<file path="src/pdc_pkg.sv">
// Purpose: shared constants for the idle and power-down controller
// Assumes: 10 MHz mclk, always-on while the core oscillator enable is low
// Notes: counts derive from printed times and the clock rate
package pdc_pkg;
	localparam int CLK_HZ = 10_000_000;
	localparam int WAKE_DELAY_MS = 2;
	localparam int WAKE_DELAY_CYC = WAKE_DELAY_MS * (CLK_HZ / 1000);
	localparam int REENTRY_US = 4;
	localparam int REENTRY_CYC = (REENTRY_US * (CLK_HZ / 1000) + 999) / 1000;
	localparam int MC_DIV = 12;
	localparam int RESUME_MC = 2;
	localparam int TMR_W = 16;
	localparam int MC_W = 4;
	localparam logic [TMR_W-1:0] TMR_ZERO = 16'h0000;
	localparam logic [TMR_W-1:0] TMR_ONE = 16'h0001;
	localparam logic [MC_W-1:0] MC_ZERO = 4'h0;
	localparam logic [MC_W-1:0] MC_ONE = 4'h1;
	localparam logic [1:0] RES_ZERO = 2'h0;
	localparam logic [1:0] RES_ONE = 2'h1;
	localparam logic [1:0] RESUME_LAST = 2'(RESUME_MC - 1);
	localparam logic STROBE_IDLE = 1'b1;
	localparam logic STROBE_PD = 1'b0;
	typedef enum {
		ST_RUN,
		ST_IDLE,
		ST_IDLE_RESUME,
		ST_RESET,
		ST_PD,
		ST_PD_RISE,
		ST_PD_TIMED
	} pm_state_e;
endpackage

</file>
<file path="src/cycle_divider.sv">
// Purpose: machine-cycle enable pulse from mclk
// Assumes: run low holds the divider at its start
// Notes: one-cycle tick every MC_DIV clocks
`timescale 1ns/100ps
module cycle_divider
(
	input wire logic mclk,
	input wire logic rst,
	input wire logic run,
	output logic tick
);
	logic [pdc_pkg::MC_W-1:0] cnt_reg;
	localparam logic [pdc_pkg::MC_W-1:0] LAST = pdc_pkg::MC_W'(pdc_pkg::MC_DIV - 1);

	always_ff @(posedge mclk)
	begin
		if (rst || !run || cnt_reg == LAST)
			cnt_reg <= pdc_pkg::MC_ZERO;
		else
			cnt_reg <= cnt_reg + pdc_pkg::MC_ONE;
	end

	always_ff @(posedge mclk)
	begin
		if (rst || !run)
			tick <= 1'b0;
		else
			tick <= (cnt_reg == LAST);
	end
endmodule

</file>
<file path="src/down_timer.sv">
// Purpose: loadable one-shot interval timer
// Assumes: load restarts the interval at any time
// Notes: done pulses one cycle when the count expires
`timescale 1ns/100ps
module down_timer
#(
	parameter logic [pdc_pkg::TMR_W-1:0] COUNT = 16'h0028
)
(
	input wire logic mclk,
	input wire logic rst,
	input wire logic load,
	output logic busy,
	output logic done
);
	logic [pdc_pkg::TMR_W-1:0] cnt_reg;

	always_ff @(posedge mclk)
	begin
		if (rst)
			cnt_reg <= pdc_pkg::TMR_ZERO;
		else if (load)
			cnt_reg <= COUNT;
		else if (cnt_reg != pdc_pkg::TMR_ZERO)
			cnt_reg <= cnt_reg - pdc_pkg::TMR_ONE;
	end

	always_ff @(posedge mclk)
	begin
		if (rst || load)
			done <= 1'b0;
		else
			done <= (cnt_reg == pdc_pkg::TMR_ONE);
	end

	assign busy = (cnt_reg != pdc_pkg::TMR_ZERO);
endmodule

</file>
<file path="src/idle_powerdown_control.sv">
// Purpose: idle and power-down mode sequencer of the core
// Assumes: mclk keeps running for this block; oscEnable gates the core clock
// Notes: idleSet and pdSet are software write pulses of the mode request bits
// Operation
// - idle stops the core while peripherals, timers, serial port and interrupts run
// - idle is entered only by a software write from the running program
// - idle keeps RAM and special function registers unchanged
// - any enabled interrupt or hardware reset ends idle
// - reset out of idle lets the core run at most two machine cycles
// - during that run RAM writes are blocked, port access stays allowed
// - strobes high in idle, low in power-down; with external program memory port 0 floats, port 2 addresses in idle only
// - power-down stops the oscillator right after the requesting instruction if it comes 4 us or more after reset release or power-down exit
// - power-down keeps RAM and special function registers until exit
// - power-down ends only by hardware reset or enabled external interrupt
// - reset out of power-down reloads registers, leaves RAM untouched
// - wake edge select 1 starts service on the pin rising edge
// - wake edge select 0 starts after a 2 ms timed delay from falling edge
`timescale 1ns/100ps
module idle_powerdown_control
#(
	parameter int WAKE_CYC = pdc_pkg::WAKE_DELAY_CYC
)
(
	input wire logic mclk,
	input wire logic rst,
	input wire logic idleSet,
	input wire logic pdSet,
	input wire logic wakeEdgeSelect,
	input wire logic anyIrqEnabled,
	input wire logic extIrq0Enable,
	input wire logic extIrq1Enable,
	input wire logic ext_irq0_pin,
	input wire logic ext_irq1_pin,
	input wire logic hwReset,
	input wire logic extProgMem,
	input wire logic cpuAle,
	input wire logic cpuFetchStrobe,
	output logic cpuRun,
	output logic peripheralRun,
	output logic oscEnable,
	output logic ramWriteEnable,
	output logic specialRegWriteEnable,
	output logic portAccessEnable,
	output logic specialRegReset,
	output logic isrStart,
	output logic idleRequest,
	output logic pdRequest,
	output logic aleOut,
	output logic program_fetch_strobe,
	output logic port0Float,
	output logic port2Address
);
	pdc_pkg::pm_state_e state_reg;
	pdc_pkg::pm_state_e stateNext;
	logic extLow;
	logic extLow_reg;
	logic extRise;
	logic mcTick;
	logic [1:0] resumeCnt_reg;
	logic wakeBusy;
	logic wakeDone;
	logic guardBusy;
	logic guardLoad;
	logic inResume;
	logic cpuRun_reg;
	logic periph_reg;
	logic osc_reg;
	logic ramWe_reg;
	logic specialWe_reg;
	logic portEn_reg;
	logic specialRst_reg;
	logic isr_reg;
	logic idleBit_reg;
	logic pdBit_reg;
	logic ale_reg;
	logic fetch_reg;
	logic p0Float_reg;
	logic p2Addr_reg;
	localparam logic [pdc_pkg::TMR_W-1:0] WAKE_LOAD = pdc_pkg::TMR_W'(WAKE_CYC);
	localparam logic [pdc_pkg::TMR_W-1:0] GUARD_LOAD = pdc_pkg::TMR_W'(pdc_pkg::REENTRY_CYC);

	function automatic logic coreRuns(input pdc_pkg::pm_state_e s);
		coreRuns = (s == pdc_pkg::ST_RUN) || (s == pdc_pkg::ST_IDLE_RESUME);
	endfunction

	function automatic logic inPowerDown(input pdc_pkg::pm_state_e s);
		inPowerDown = (s == pdc_pkg::ST_PD) || (s == pdc_pkg::ST_PD_RISE)
			|| (s == pdc_pkg::ST_PD_TIMED);
	endfunction

	// enabled external request, pins active low
	assign extLow = (extIrq0Enable && !ext_irq0_pin) || (extIrq1Enable && !ext_irq1_pin);
	assign extRise = extLow_reg && !extLow;
	assign inResume = (state_reg == pdc_pkg::ST_IDLE_RESUME);

	cycle_divider u_mc
	(
		.mclk(mclk),
		.rst(rst),
		.run(inResume),
		.tick(mcTick)
	);

	down_timer #(.COUNT(WAKE_LOAD)) u_wake
	(
		.mclk(mclk),
		.rst(rst),
		.load(state_reg == pdc_pkg::ST_PD && stateNext == pdc_pkg::ST_PD_TIMED),
		.busy(wakeBusy),
		.done(wakeDone)
	);

	down_timer #(.COUNT(GUARD_LOAD)) u_guard
	(
		.mclk(mclk),
		.rst(rst),
		.load(guardLoad),
		.busy(guardBusy),
		.done()
	);

	// guard restarts on code start after reset and on power-down exit
	assign guardLoad = (stateNext == pdc_pkg::ST_RUN)
		&& (state_reg == pdc_pkg::ST_RESET || inPowerDown(state_reg));

	always_comb
	begin
		stateNext = state_reg;
		case (state_reg)
			pdc_pkg::ST_RUN:
			begin
				if (hwReset)
					stateNext = pdc_pkg::ST_RESET;
				else if (pdSet && !guardBusy)
					stateNext = pdc_pkg::ST_PD;
				else if (idleSet)
					stateNext = pdc_pkg::ST_IDLE;
			end
			pdc_pkg::ST_IDLE:
			begin
				if (hwReset)
					stateNext = pdc_pkg::ST_IDLE_RESUME;
				else if (anyIrqEnabled)
					stateNext = pdc_pkg::ST_RUN;
			end
			pdc_pkg::ST_IDLE_RESUME:
			begin
				if (mcTick && resumeCnt_reg == pdc_pkg::RESUME_LAST)
					stateNext = pdc_pkg::ST_RESET;
			end
			pdc_pkg::ST_RESET:
			begin
				if (!hwReset)
					stateNext = pdc_pkg::ST_RUN;
			end
			pdc_pkg::ST_PD:
			begin
				if (hwReset)
					stateNext = pdc_pkg::ST_RESET;
				else if (extLow && wakeEdgeSelect)
					stateNext = pdc_pkg::ST_PD_RISE;
				else if (extLow)
					stateNext = pdc_pkg::ST_PD_TIMED;
			end
			pdc_pkg::ST_PD_RISE:
			begin
				if (hwReset)
					stateNext = pdc_pkg::ST_RESET;
				else if (extRise)
					stateNext = pdc_pkg::ST_RUN;
			end
			pdc_pkg::ST_PD_TIMED:
			begin
				if (hwReset)
					stateNext = pdc_pkg::ST_RESET;
				else if (wakeDone)
					stateNext = pdc_pkg::ST_RUN;
			end
			default:
				stateNext = pdc_pkg::ST_RESET;
		endcase
	end

	always_ff @(posedge mclk)
	begin
		if (rst)
			state_reg <= pdc_pkg::ST_RESET;
		else
			state_reg <= stateNext;
	end

	always_ff @(posedge mclk)
	begin
		if (rst)
			extLow_reg <= 1'b0;
		else
			extLow_reg <= extLow;
	end

	// machine cycles the core still runs after reset hits idle
	always_ff @(posedge mclk)
	begin
		if (rst || !inResume)
			resumeCnt_reg <= pdc_pkg::RES_ZERO;
		else if (mcTick)
			resumeCnt_reg <= resumeCnt_reg + pdc_pkg::RES_ONE;
	end

	// core, clock and storage controls follow the next state
	always_ff @(posedge mclk)
	begin
		if (rst)
		begin
			cpuRun_reg <= 1'b0;
			periph_reg <= 1'b0;
			osc_reg <= 1'b1;
			ramWe_reg <= 1'b0;
			specialWe_reg <= 1'b0;
			portEn_reg <= 1'b0;
			specialRst_reg <= 1'b1;
		end
		else
		begin
			cpuRun_reg <= coreRuns(stateNext);
			periph_reg <= !inPowerDown(stateNext) && stateNext != pdc_pkg::ST_RESET;
			osc_reg <= stateNext != pdc_pkg::ST_PD;
			ramWe_reg <= stateNext == pdc_pkg::ST_RUN;
			specialWe_reg <= stateNext == pdc_pkg::ST_RUN;
			portEn_reg <= coreRuns(stateNext);
			specialRst_reg <= stateNext == pdc_pkg::ST_RESET;
		end
	end

	// service start after an interrupt wake
	always_ff @(posedge mclk)
	begin
		if (rst)
			isr_reg <= 1'b0;
		else
			isr_reg <= stateNext == pdc_pkg::ST_RUN && !guardLoad
				&& state_reg != pdc_pkg::ST_RUN || (guardLoad && state_reg != pdc_pkg::ST_RESET);
	end

	always_ff @(posedge mclk)
	begin
		if (rst)
		begin
			idleBit_reg <= 1'b0;
			pdBit_reg <= 1'b0;
		end
		else
		begin
			idleBit_reg <= stateNext == pdc_pkg::ST_IDLE;
			pdBit_reg <= inPowerDown(stateNext);
		end
	end

	// strobe and port pin state per mode
	always_ff @(posedge mclk)
	begin
		if (rst)
		begin
			ale_reg <= 1'b0;
			fetch_reg <= 1'b0;
			p0Float_reg <= 1'b0;
			p2Addr_reg <= 1'b0;
		end
		else
		begin
			if (stateNext == pdc_pkg::ST_IDLE)
			begin
				ale_reg <= pdc_pkg::STROBE_IDLE;
				fetch_reg <= pdc_pkg::STROBE_IDLE;
			end
			else if (inPowerDown(stateNext))
			begin
				ale_reg <= pdc_pkg::STROBE_PD;
				fetch_reg <= pdc_pkg::STROBE_PD;
			end
			else
			begin
				ale_reg <= cpuAle;
				fetch_reg <= cpuFetchStrobe;
			end
			p0Float_reg <= extProgMem && (stateNext == pdc_pkg::ST_IDLE
				|| inPowerDown(stateNext));
			p2Addr_reg <= extProgMem && stateNext == pdc_pkg::ST_IDLE;
		end
	end

	assign cpuRun = cpuRun_reg;
	assign peripheralRun = periph_reg;
	assign oscEnable = osc_reg;
	assign ramWriteEnable = ramWe_reg;
	assign specialRegWriteEnable = specialWe_reg;
	assign portAccessEnable = portEn_reg;
	assign specialRegReset = specialRst_reg;
	assign isrStart = isr_reg;
	assign idleRequest = idleBit_reg;
	assign pdRequest = pdBit_reg;
	assign aleOut = ale_reg;
	assign program_fetch_strobe = fetch_reg;
	assign port0Float = p0Float_reg;
	assign port2Address = p2Addr_reg;

	localparam int RESUME_MAX = pdc_pkg::RESUME_MC * pdc_pkg::MC_DIV + 2;
endmodule

</file>
<file path="config.mk">
export PLATFORM = sky130hd
export DESIGN_NAME = idle_powerdown_control
export DESIGN_NICKNAME = d
export VERILOG_FILES = /design/src/pdc_pkg.sv /design/src/cycle_divider.sv /design/src/down_timer.sv /design/src/idle_powerdown_control.sv
export SDC_FILE = /design/constraint.sdc
export NUM_CORES = 1
export LEC_CHECK = 0
export BUFFER_PORTS_ARGS = -buffer_cell sky130_fd_sc_hd__clkbuf_2
export CAP_MARGIN = 25
export CORE_MARGIN = 4
export CORE_UTILIZATION = 45
export DETAILED_ROUTE_END_ITERATION = 10
export GPL_ROUTABILITY_DRIVEN = 0
export HOLD_SLACK_MARGIN = 0.15
export SLEW_MARGIN = 20
export SYNTH_ARGS = -nofsm -noshare
export SYNTH_HDL_FRONTEND = slang
export SYNTH_HIERARCHICAL = 1
export SYNTH_SLANG_ARGS = --single-unit
</file>
<file path="constraint.sdc">
create_clock -name mclk -period 4 [get_ports mclk]
set_input_delay 0.2 -clock mclk [delete_from_list [all_inputs] [get_ports mclk]]
set_output_delay 0.2 -clock mclk [all_outputs]
set_load 0.01 [all_outputs]
</file>
=== Word-level counts from Yosys, hierarchy flattened ===
Cells that the tools add are included.

* RAM bits: 0
* Memories: 0
* Register bits after elaboration: 85
* ROM bits: 0
* Word-level logic and storage cells: 114
* Bits in latches: 0

* Reductions and logical operators: 42
* $mul: 0
* Divide/modulo/power cells: 0
* Multiplexer cells: 23
* Add/subtract/negate cells: 4
* Magnitude comparators: 0
* Shifts and indexed selects: 0
* Bitwise gates (word level): 0
* Equal/unequal tests: 23

{| class="wikitable"
|+ Operators with widths
! cell !! number
|-
| $mux 32 || 14
|-
| $eq 32x3->1 const B || 7
|-
| $pmux 32 s7 || 1
|-
| $eq 32x4->1 const B || 6
|-
| $eq 32x2->1 const B || 3
|-
| $logic_not 32->1 || 2
|-
| $ne 32x3->1 const B || 2
|-
| $eq 32x1->1 const B || 1
|-
| $ne 32x4->1 const B || 1
|-
| $reduce_bool 16->1 || 2
|-
| $reduce_bool 32->1 || 1
|-
| $sub 16x1->16 const B || 2
|-
| $mux 15 || 2
|-
| $eq 16x1->1 const B || 1
|-
| $logic_and 1x1->1 || 14
|-
| $logic_or 1x1->1 || 12
|-
| $mux 6 || 2
|-
| $logic_not 1->1 || 7
|-
| $add 4x1->4 const B || 1
|-
| $eq 4x4->1 const B || 1
|-
| $mux 1 || 4
|-
| $reduce_bool 2->1 || 2
|-
| $reduce_or 2->1 || 2
|-
| $add 2x1->2 const B || 1
|-
| $eq 2x1->1 const B || 1
|}

=== Longest topological paths before layout ===
* Word-level depth: 14
* Gate-level depth with buffers: 14
* Gate-level depth less buffers: 14

=== Modules after synthesis ===
The synthesis kept the hierarchy.

{| class="wikitable"
|+ By module, submodules not included
! module !! instances !! sequential area each (µm²) !! area each (µm²) !! cells each
|-
| idle_powerdown_control || 1 || 940.9 || 1,597.8 || 148
|-
| down_timer at u_wake || 1 || 340.3 || 947.2 || 109
|-
| down_timer at u_guard || 1 || 340.3 || 884.6 || 97
|-
| cycle_divider || 1 || 100.1 || 192.7 || 17
|}

=== Worst setup path before layout ===
OpenSTA, ideal clock, no wires.

* Path kind: flip-flop to flip-flop
* Start: register u_guard/cnt_reg[0] (netlist bit)
* End: register u_wake/cnt_reg[13] (netlist bit)
* Library setup time: 0.116 ns
* Stages on the path, launching flop included: 15
* Arrival time: 3.159 ns
* Period minus slack after synthesis: 3.275 ns
* Path slack: 0.725 ns
* Cell sequence: dfxtp_1 > inv_1 > ha_1 > nor3b_2 > nand4_1 > nand2b_1 > a21oi_1 > a311oi_1 > nor4_4 > nand3_1 > nor2_1 > or2_2 > buf_1 > nor2_1 > a41o_1

* Word-level cells in the longest chain between the ends: 9

{| class="wikitable"
|+ Ends and longest elaborated chain
! element !! line !! RTL
|-
| start: declaration || down_timer.sv:16 || <nowiki>logic [pdc_pkg::TMR_W-1:0] cnt_reg;</nowiki>
|-
| start signal: assignment || down_timer.sv:21 || <nowiki>cnt_reg <= pdc_pkg::TMR_ZERO;</nowiki>
|-
| start signal: assignment || down_timer.sv:25 || <nowiki>cnt_reg <= cnt_reg - pdc_pkg::TMR_ONE;</nowiki>
|-
| $reduce_bool 16->1 || down_timer.sv:36 || <nowiki>assign busy = (cnt_reg != pdc_pkg::TMR_ZERO);</nowiki>
|-
| named net guardBusy || idle_powerdown_control.sv:62 || <nowiki>logic guardBusy;</nowiki>
|-
| $logic_not 1->1 || idle_powerdown_control.sv:134 || <nowiki>else if (pdSet && !guardBusy)</nowiki>
|-
| $logic_and 1x1->1 || idle_powerdown_control.sv:134 ||
|-
| $mux 32 || idle_powerdown_control.sv:134 ||
|-
| $mux 32 || idle_powerdown_control.sv:132 || <nowiki>if (hwReset)</nowiki>
|-
| $pmux 32 s7 || idle_powerdown_control.sv:129 || <nowiki>case (state_reg)</nowiki>
|-
| $eq 32x4->1 || idle_powerdown_control.sv:108 || <nowiki>.load(state_reg == pdc_pkg::ST_PD && stateNext == pdc_pkg::ST_PD_TIMED),</nowiki>
|-
| $logic_and 1x1->1 || idle_powerdown_control.sv:108 ||
|-
| $reduce_or 2->1 (no line) || - ||
|-
| end signal: assignment || down_timer.sv:21 ||
|-
| end signal: assignment || down_timer.sv:25 ||
|-
| end: declaration || down_timer.sv:16 ||
|}

The timed path passes the listed nets, and every way through them passes these cells.
A chain may end at the register's enable or synchronous reset.

=== Worst setup path after layout ===
Same ends and word-level chain as after synthesis.

==> reports/summary.log <==
[routing] number of vias in the routed layout 2,756
[synthesis] mean area per synthesized cell 9.74 sq um
[timing] worst slew slack as a fraction of its limit 0.656
[pwr] total design power 3090 uW
[worst_setup_path] path depth of the worst reg2reg path 13
[timing] slew at the pin closest to its max-slew limit 0.512 ns
[worst_setup_path] cells traversed along the worst timing path inv_1 -> ha_1 -> nor3b_2 -> nand4_1 -> nand2b_1 -> a21oi_1 -> a311oi_1 -> nor4_4 -> nand3_1 -> nor2_1 -> or2_2 -> nor2_1 -> a41o_1
[worst_setup_path] CP peak stage delay 0.43 ns
[grt] overflow left after global routing 0
[flow_run] number of maximum-capacitance constraint violations 0
[routing] routed wire length 6.63 mm
[grt] GR Util All Layers 0.147
[clock_tree] post-cts repair resize count 0
[pwr] leakage power 0.00168 uW
[routing] Detail Route Antenna Nets 0
[worst_setup_path] critical path startpoint category flop
[worst_setup_path] last element of the critical path u_wake/cnt_reg[13]$_SDFFE_PP0P_
[synthesis] Yosys warnings 6
[timing] ratio of final minimum period to clock period 0.837
[clock_tree] clock tree from TritonCTS yes
[worst_setup_path] critical path capture point type flop
[worst_setup_path] top cell family by delay on the critical path simple AND/OR/NAND/NOR gates
[clock_tree] clock root cell clkbuf_8
[routing] routed length on met2 3.03 mm
[clock_tree] number of levels the H-tree was split into 3
[floorplan] die boundary height 97.1 um
[floorplan] die width 97.1 um
[routing] residual DRC count 0
[routing] uppermost routed layer met4
[timing] setup_tns 0 ns
[cells_and_area] Layout Nets 442
[pwr] maximum VDD drop 323 uV
[run_status] run status finished, final reports clean
[synthesis] number of instances in the synthesized netlist 367
[floorplan] boundary pin count 28
[clock_tree] Sinks on Clock Net 85
[routing] wire length the detailed router placed on met1 3.28 mm
[worst_setup_path] Reg2Reg Launch Point u_guard/cnt_reg[0]$_SDFFE_PP0P_
[grt] vias in the first global route 2,569
[timing] maximum clock frequency 0.299 GHz
[floorplan] core footprint 0.00773 sq mm
[worst_setup_path] slowest library cell on the worst path nor4_4
[grt] number of antenna violations at the first check in global routing 0
[worst_setup_path] largest fanout on the critical path 10
[worst_setup_path] logic depth of the worst setup path including buffers 13
[worst_setup_path] critical path launch point u_guard/cnt_reg[0]$_SDFFE_PP0P_
[placement] number of port buffers 27
[placement] post-DP HPWL 4.82 mm
[clock_tree] hold buffer count at cts 3
[worst_setup_path] capturing point of the worst reg2reg path u_wake/cnt_reg[13]$_SDFFE_PP0P_
[cells_and_area] most used cells in the layout excluding fill and tap cells dfxtp_1 (85), nor2_1 (46), conb_1 (29), clkbuf_2 (27), a21oi_1 (23)
[cells_and_area] fraction of layout instances using a drive strength above 1 0.159
[clock_tree] maximum buffer depth of the clock tree 2
[clock_tree] total CTS buffers 9
[worst_setup_path] critical path buffer and inverter count 1
[routing] wire length per cell 12.5 um
[cells_and_area] max FFs per register 32
[floorplan] Initial Utilization 0.463
[synthesis] post-synthesis instance area 0.00357 sq mm
[worst_setup_path] Worst EP arrival 3.59 ns
[timing] count of final max-slew check failures 0
[floorplan] overall die area 0.00943 sq mm
[routing] Detail Route met3 WL 283 um
[timing] shortest period the worst path allows 3.35 ns
[clock_tree] clock latency of the later-clocked register in the worst-skew pair 0.35 ns
[pwr] power per cell area 757 mW/mm^2
[routing] Initial DRT Pass Iterations 5
[cells_and_area] most common cell after layout, fill and taps aside dfxtp_1
[worst_setup_path] critical path type reg2reg
[cells_and_area] antenna cell count 0
[clock_tree] clock-pin slew on the worst setup and hold paths 0.09 ns
[grt] largest net degree at the start of global routing 22
[worst_setup_path] flop2flop setup slack 0.65 ns
[cells_and_area] Syn-to-layout area delta 14.3%
[hold_path] class of the worst hold path in2reg
[floorplan] # rows 32
[routing] DRC marker count from the first detailed-route iteration 112
[timing] final worst clock skew 0.00652 ns
[routing] Via density 5.20
[worst_setup_path] dominant cell type by count on the critical path nor2_1
[grt] global-route wire length before repair 11.8 mm
[timing] Final Hold Violating Endpoints 0
[worst_setup_path] Req. time, crit path 4.24 ns
[timing] RSZ-0062 raised after global routing no
[cells_and_area] count of fill cells added during filler insertion 726
[timing] setup violation total in the final timing report 0
[clock_tree] Post-CTS Setup Inserts 0
-- layout make-up --
class	count	area [sq um]	area share
inverters	14	52.6	0.0129
clock inverters	6	51.3	0.0126
clock buffers	10	138	0.0337
flip-flops and latches	85	1700	0.416
multi-input cells	282	1840	0.451
well taps	102	128	0.0312
repair buffers	31	173	0.0423
-- worst register-to-register path, delay by kind of cell, from the launching register on --
family,cells,cell delay (ns)
flip-flops,1,0.36
buffers and inverters,1,0.07
AND/OR/NAND/NOR,8,2.16
adder cells (fa/ha/maj),1,0.22
AO/OA/AOI/OAI,3,0.47
-- stage by stage --
step	util	instance area, sq um	cells	hold slack [ns]	setup slack, ns
detailed placement	0.500	3870	511	0.416	0.632
global route	0.529	4090	530	0.255	0.240
finish	0.529	4090	530	0.216	0.651
CTS	0.529	4090	530	0.204	0.613
global placement	0.500	3870	511	0.412	0.735
floorplan	-	3680	395	0.269	0.741
-- power breakdown --
| group | leakage (uW) | switching (uW) | internal, uW |
|---|---|---|---|
| combinational | 0.000882 | 700 | 567 |
| sequential | 0.000701 | 229 | 1020 |
| clock | 0.0000996 | 327 | 254 |
| total | 0.00168 | 1260 | 1840 |
-- layer usage --
layer	GRT usage	vias to the layer above
met5	0	-
met4	0.0475	0
li1	-	1433
met2	0.232	59
met1	0.201	1258
met3	0.0316	6
-- worst min path at each step --
stage / start / to / depth (start not counted)
floorplan: rst / u_wake/cnt_reg[10]$_SDFFE_PP0P_ / 1
global placement: cpuFetchStrobe / program_fetch_strobe$_SDFF_PP0_ / 2
detailed placement: cpuFetchStrobe / program_fetch_strobe$_SDFF_PP0_ / 2
CTS: ext_irq0_pin / extLow_reg$_SDFF_PP0_ / 4
global route: ext_irq1_pin / extLow_reg$_SDFF_PP0_ / 4
finish: ext_irq0_pin / extLow_reg$_SDFF_PP0_ / 4
Power figures use the tool's default switching activity.
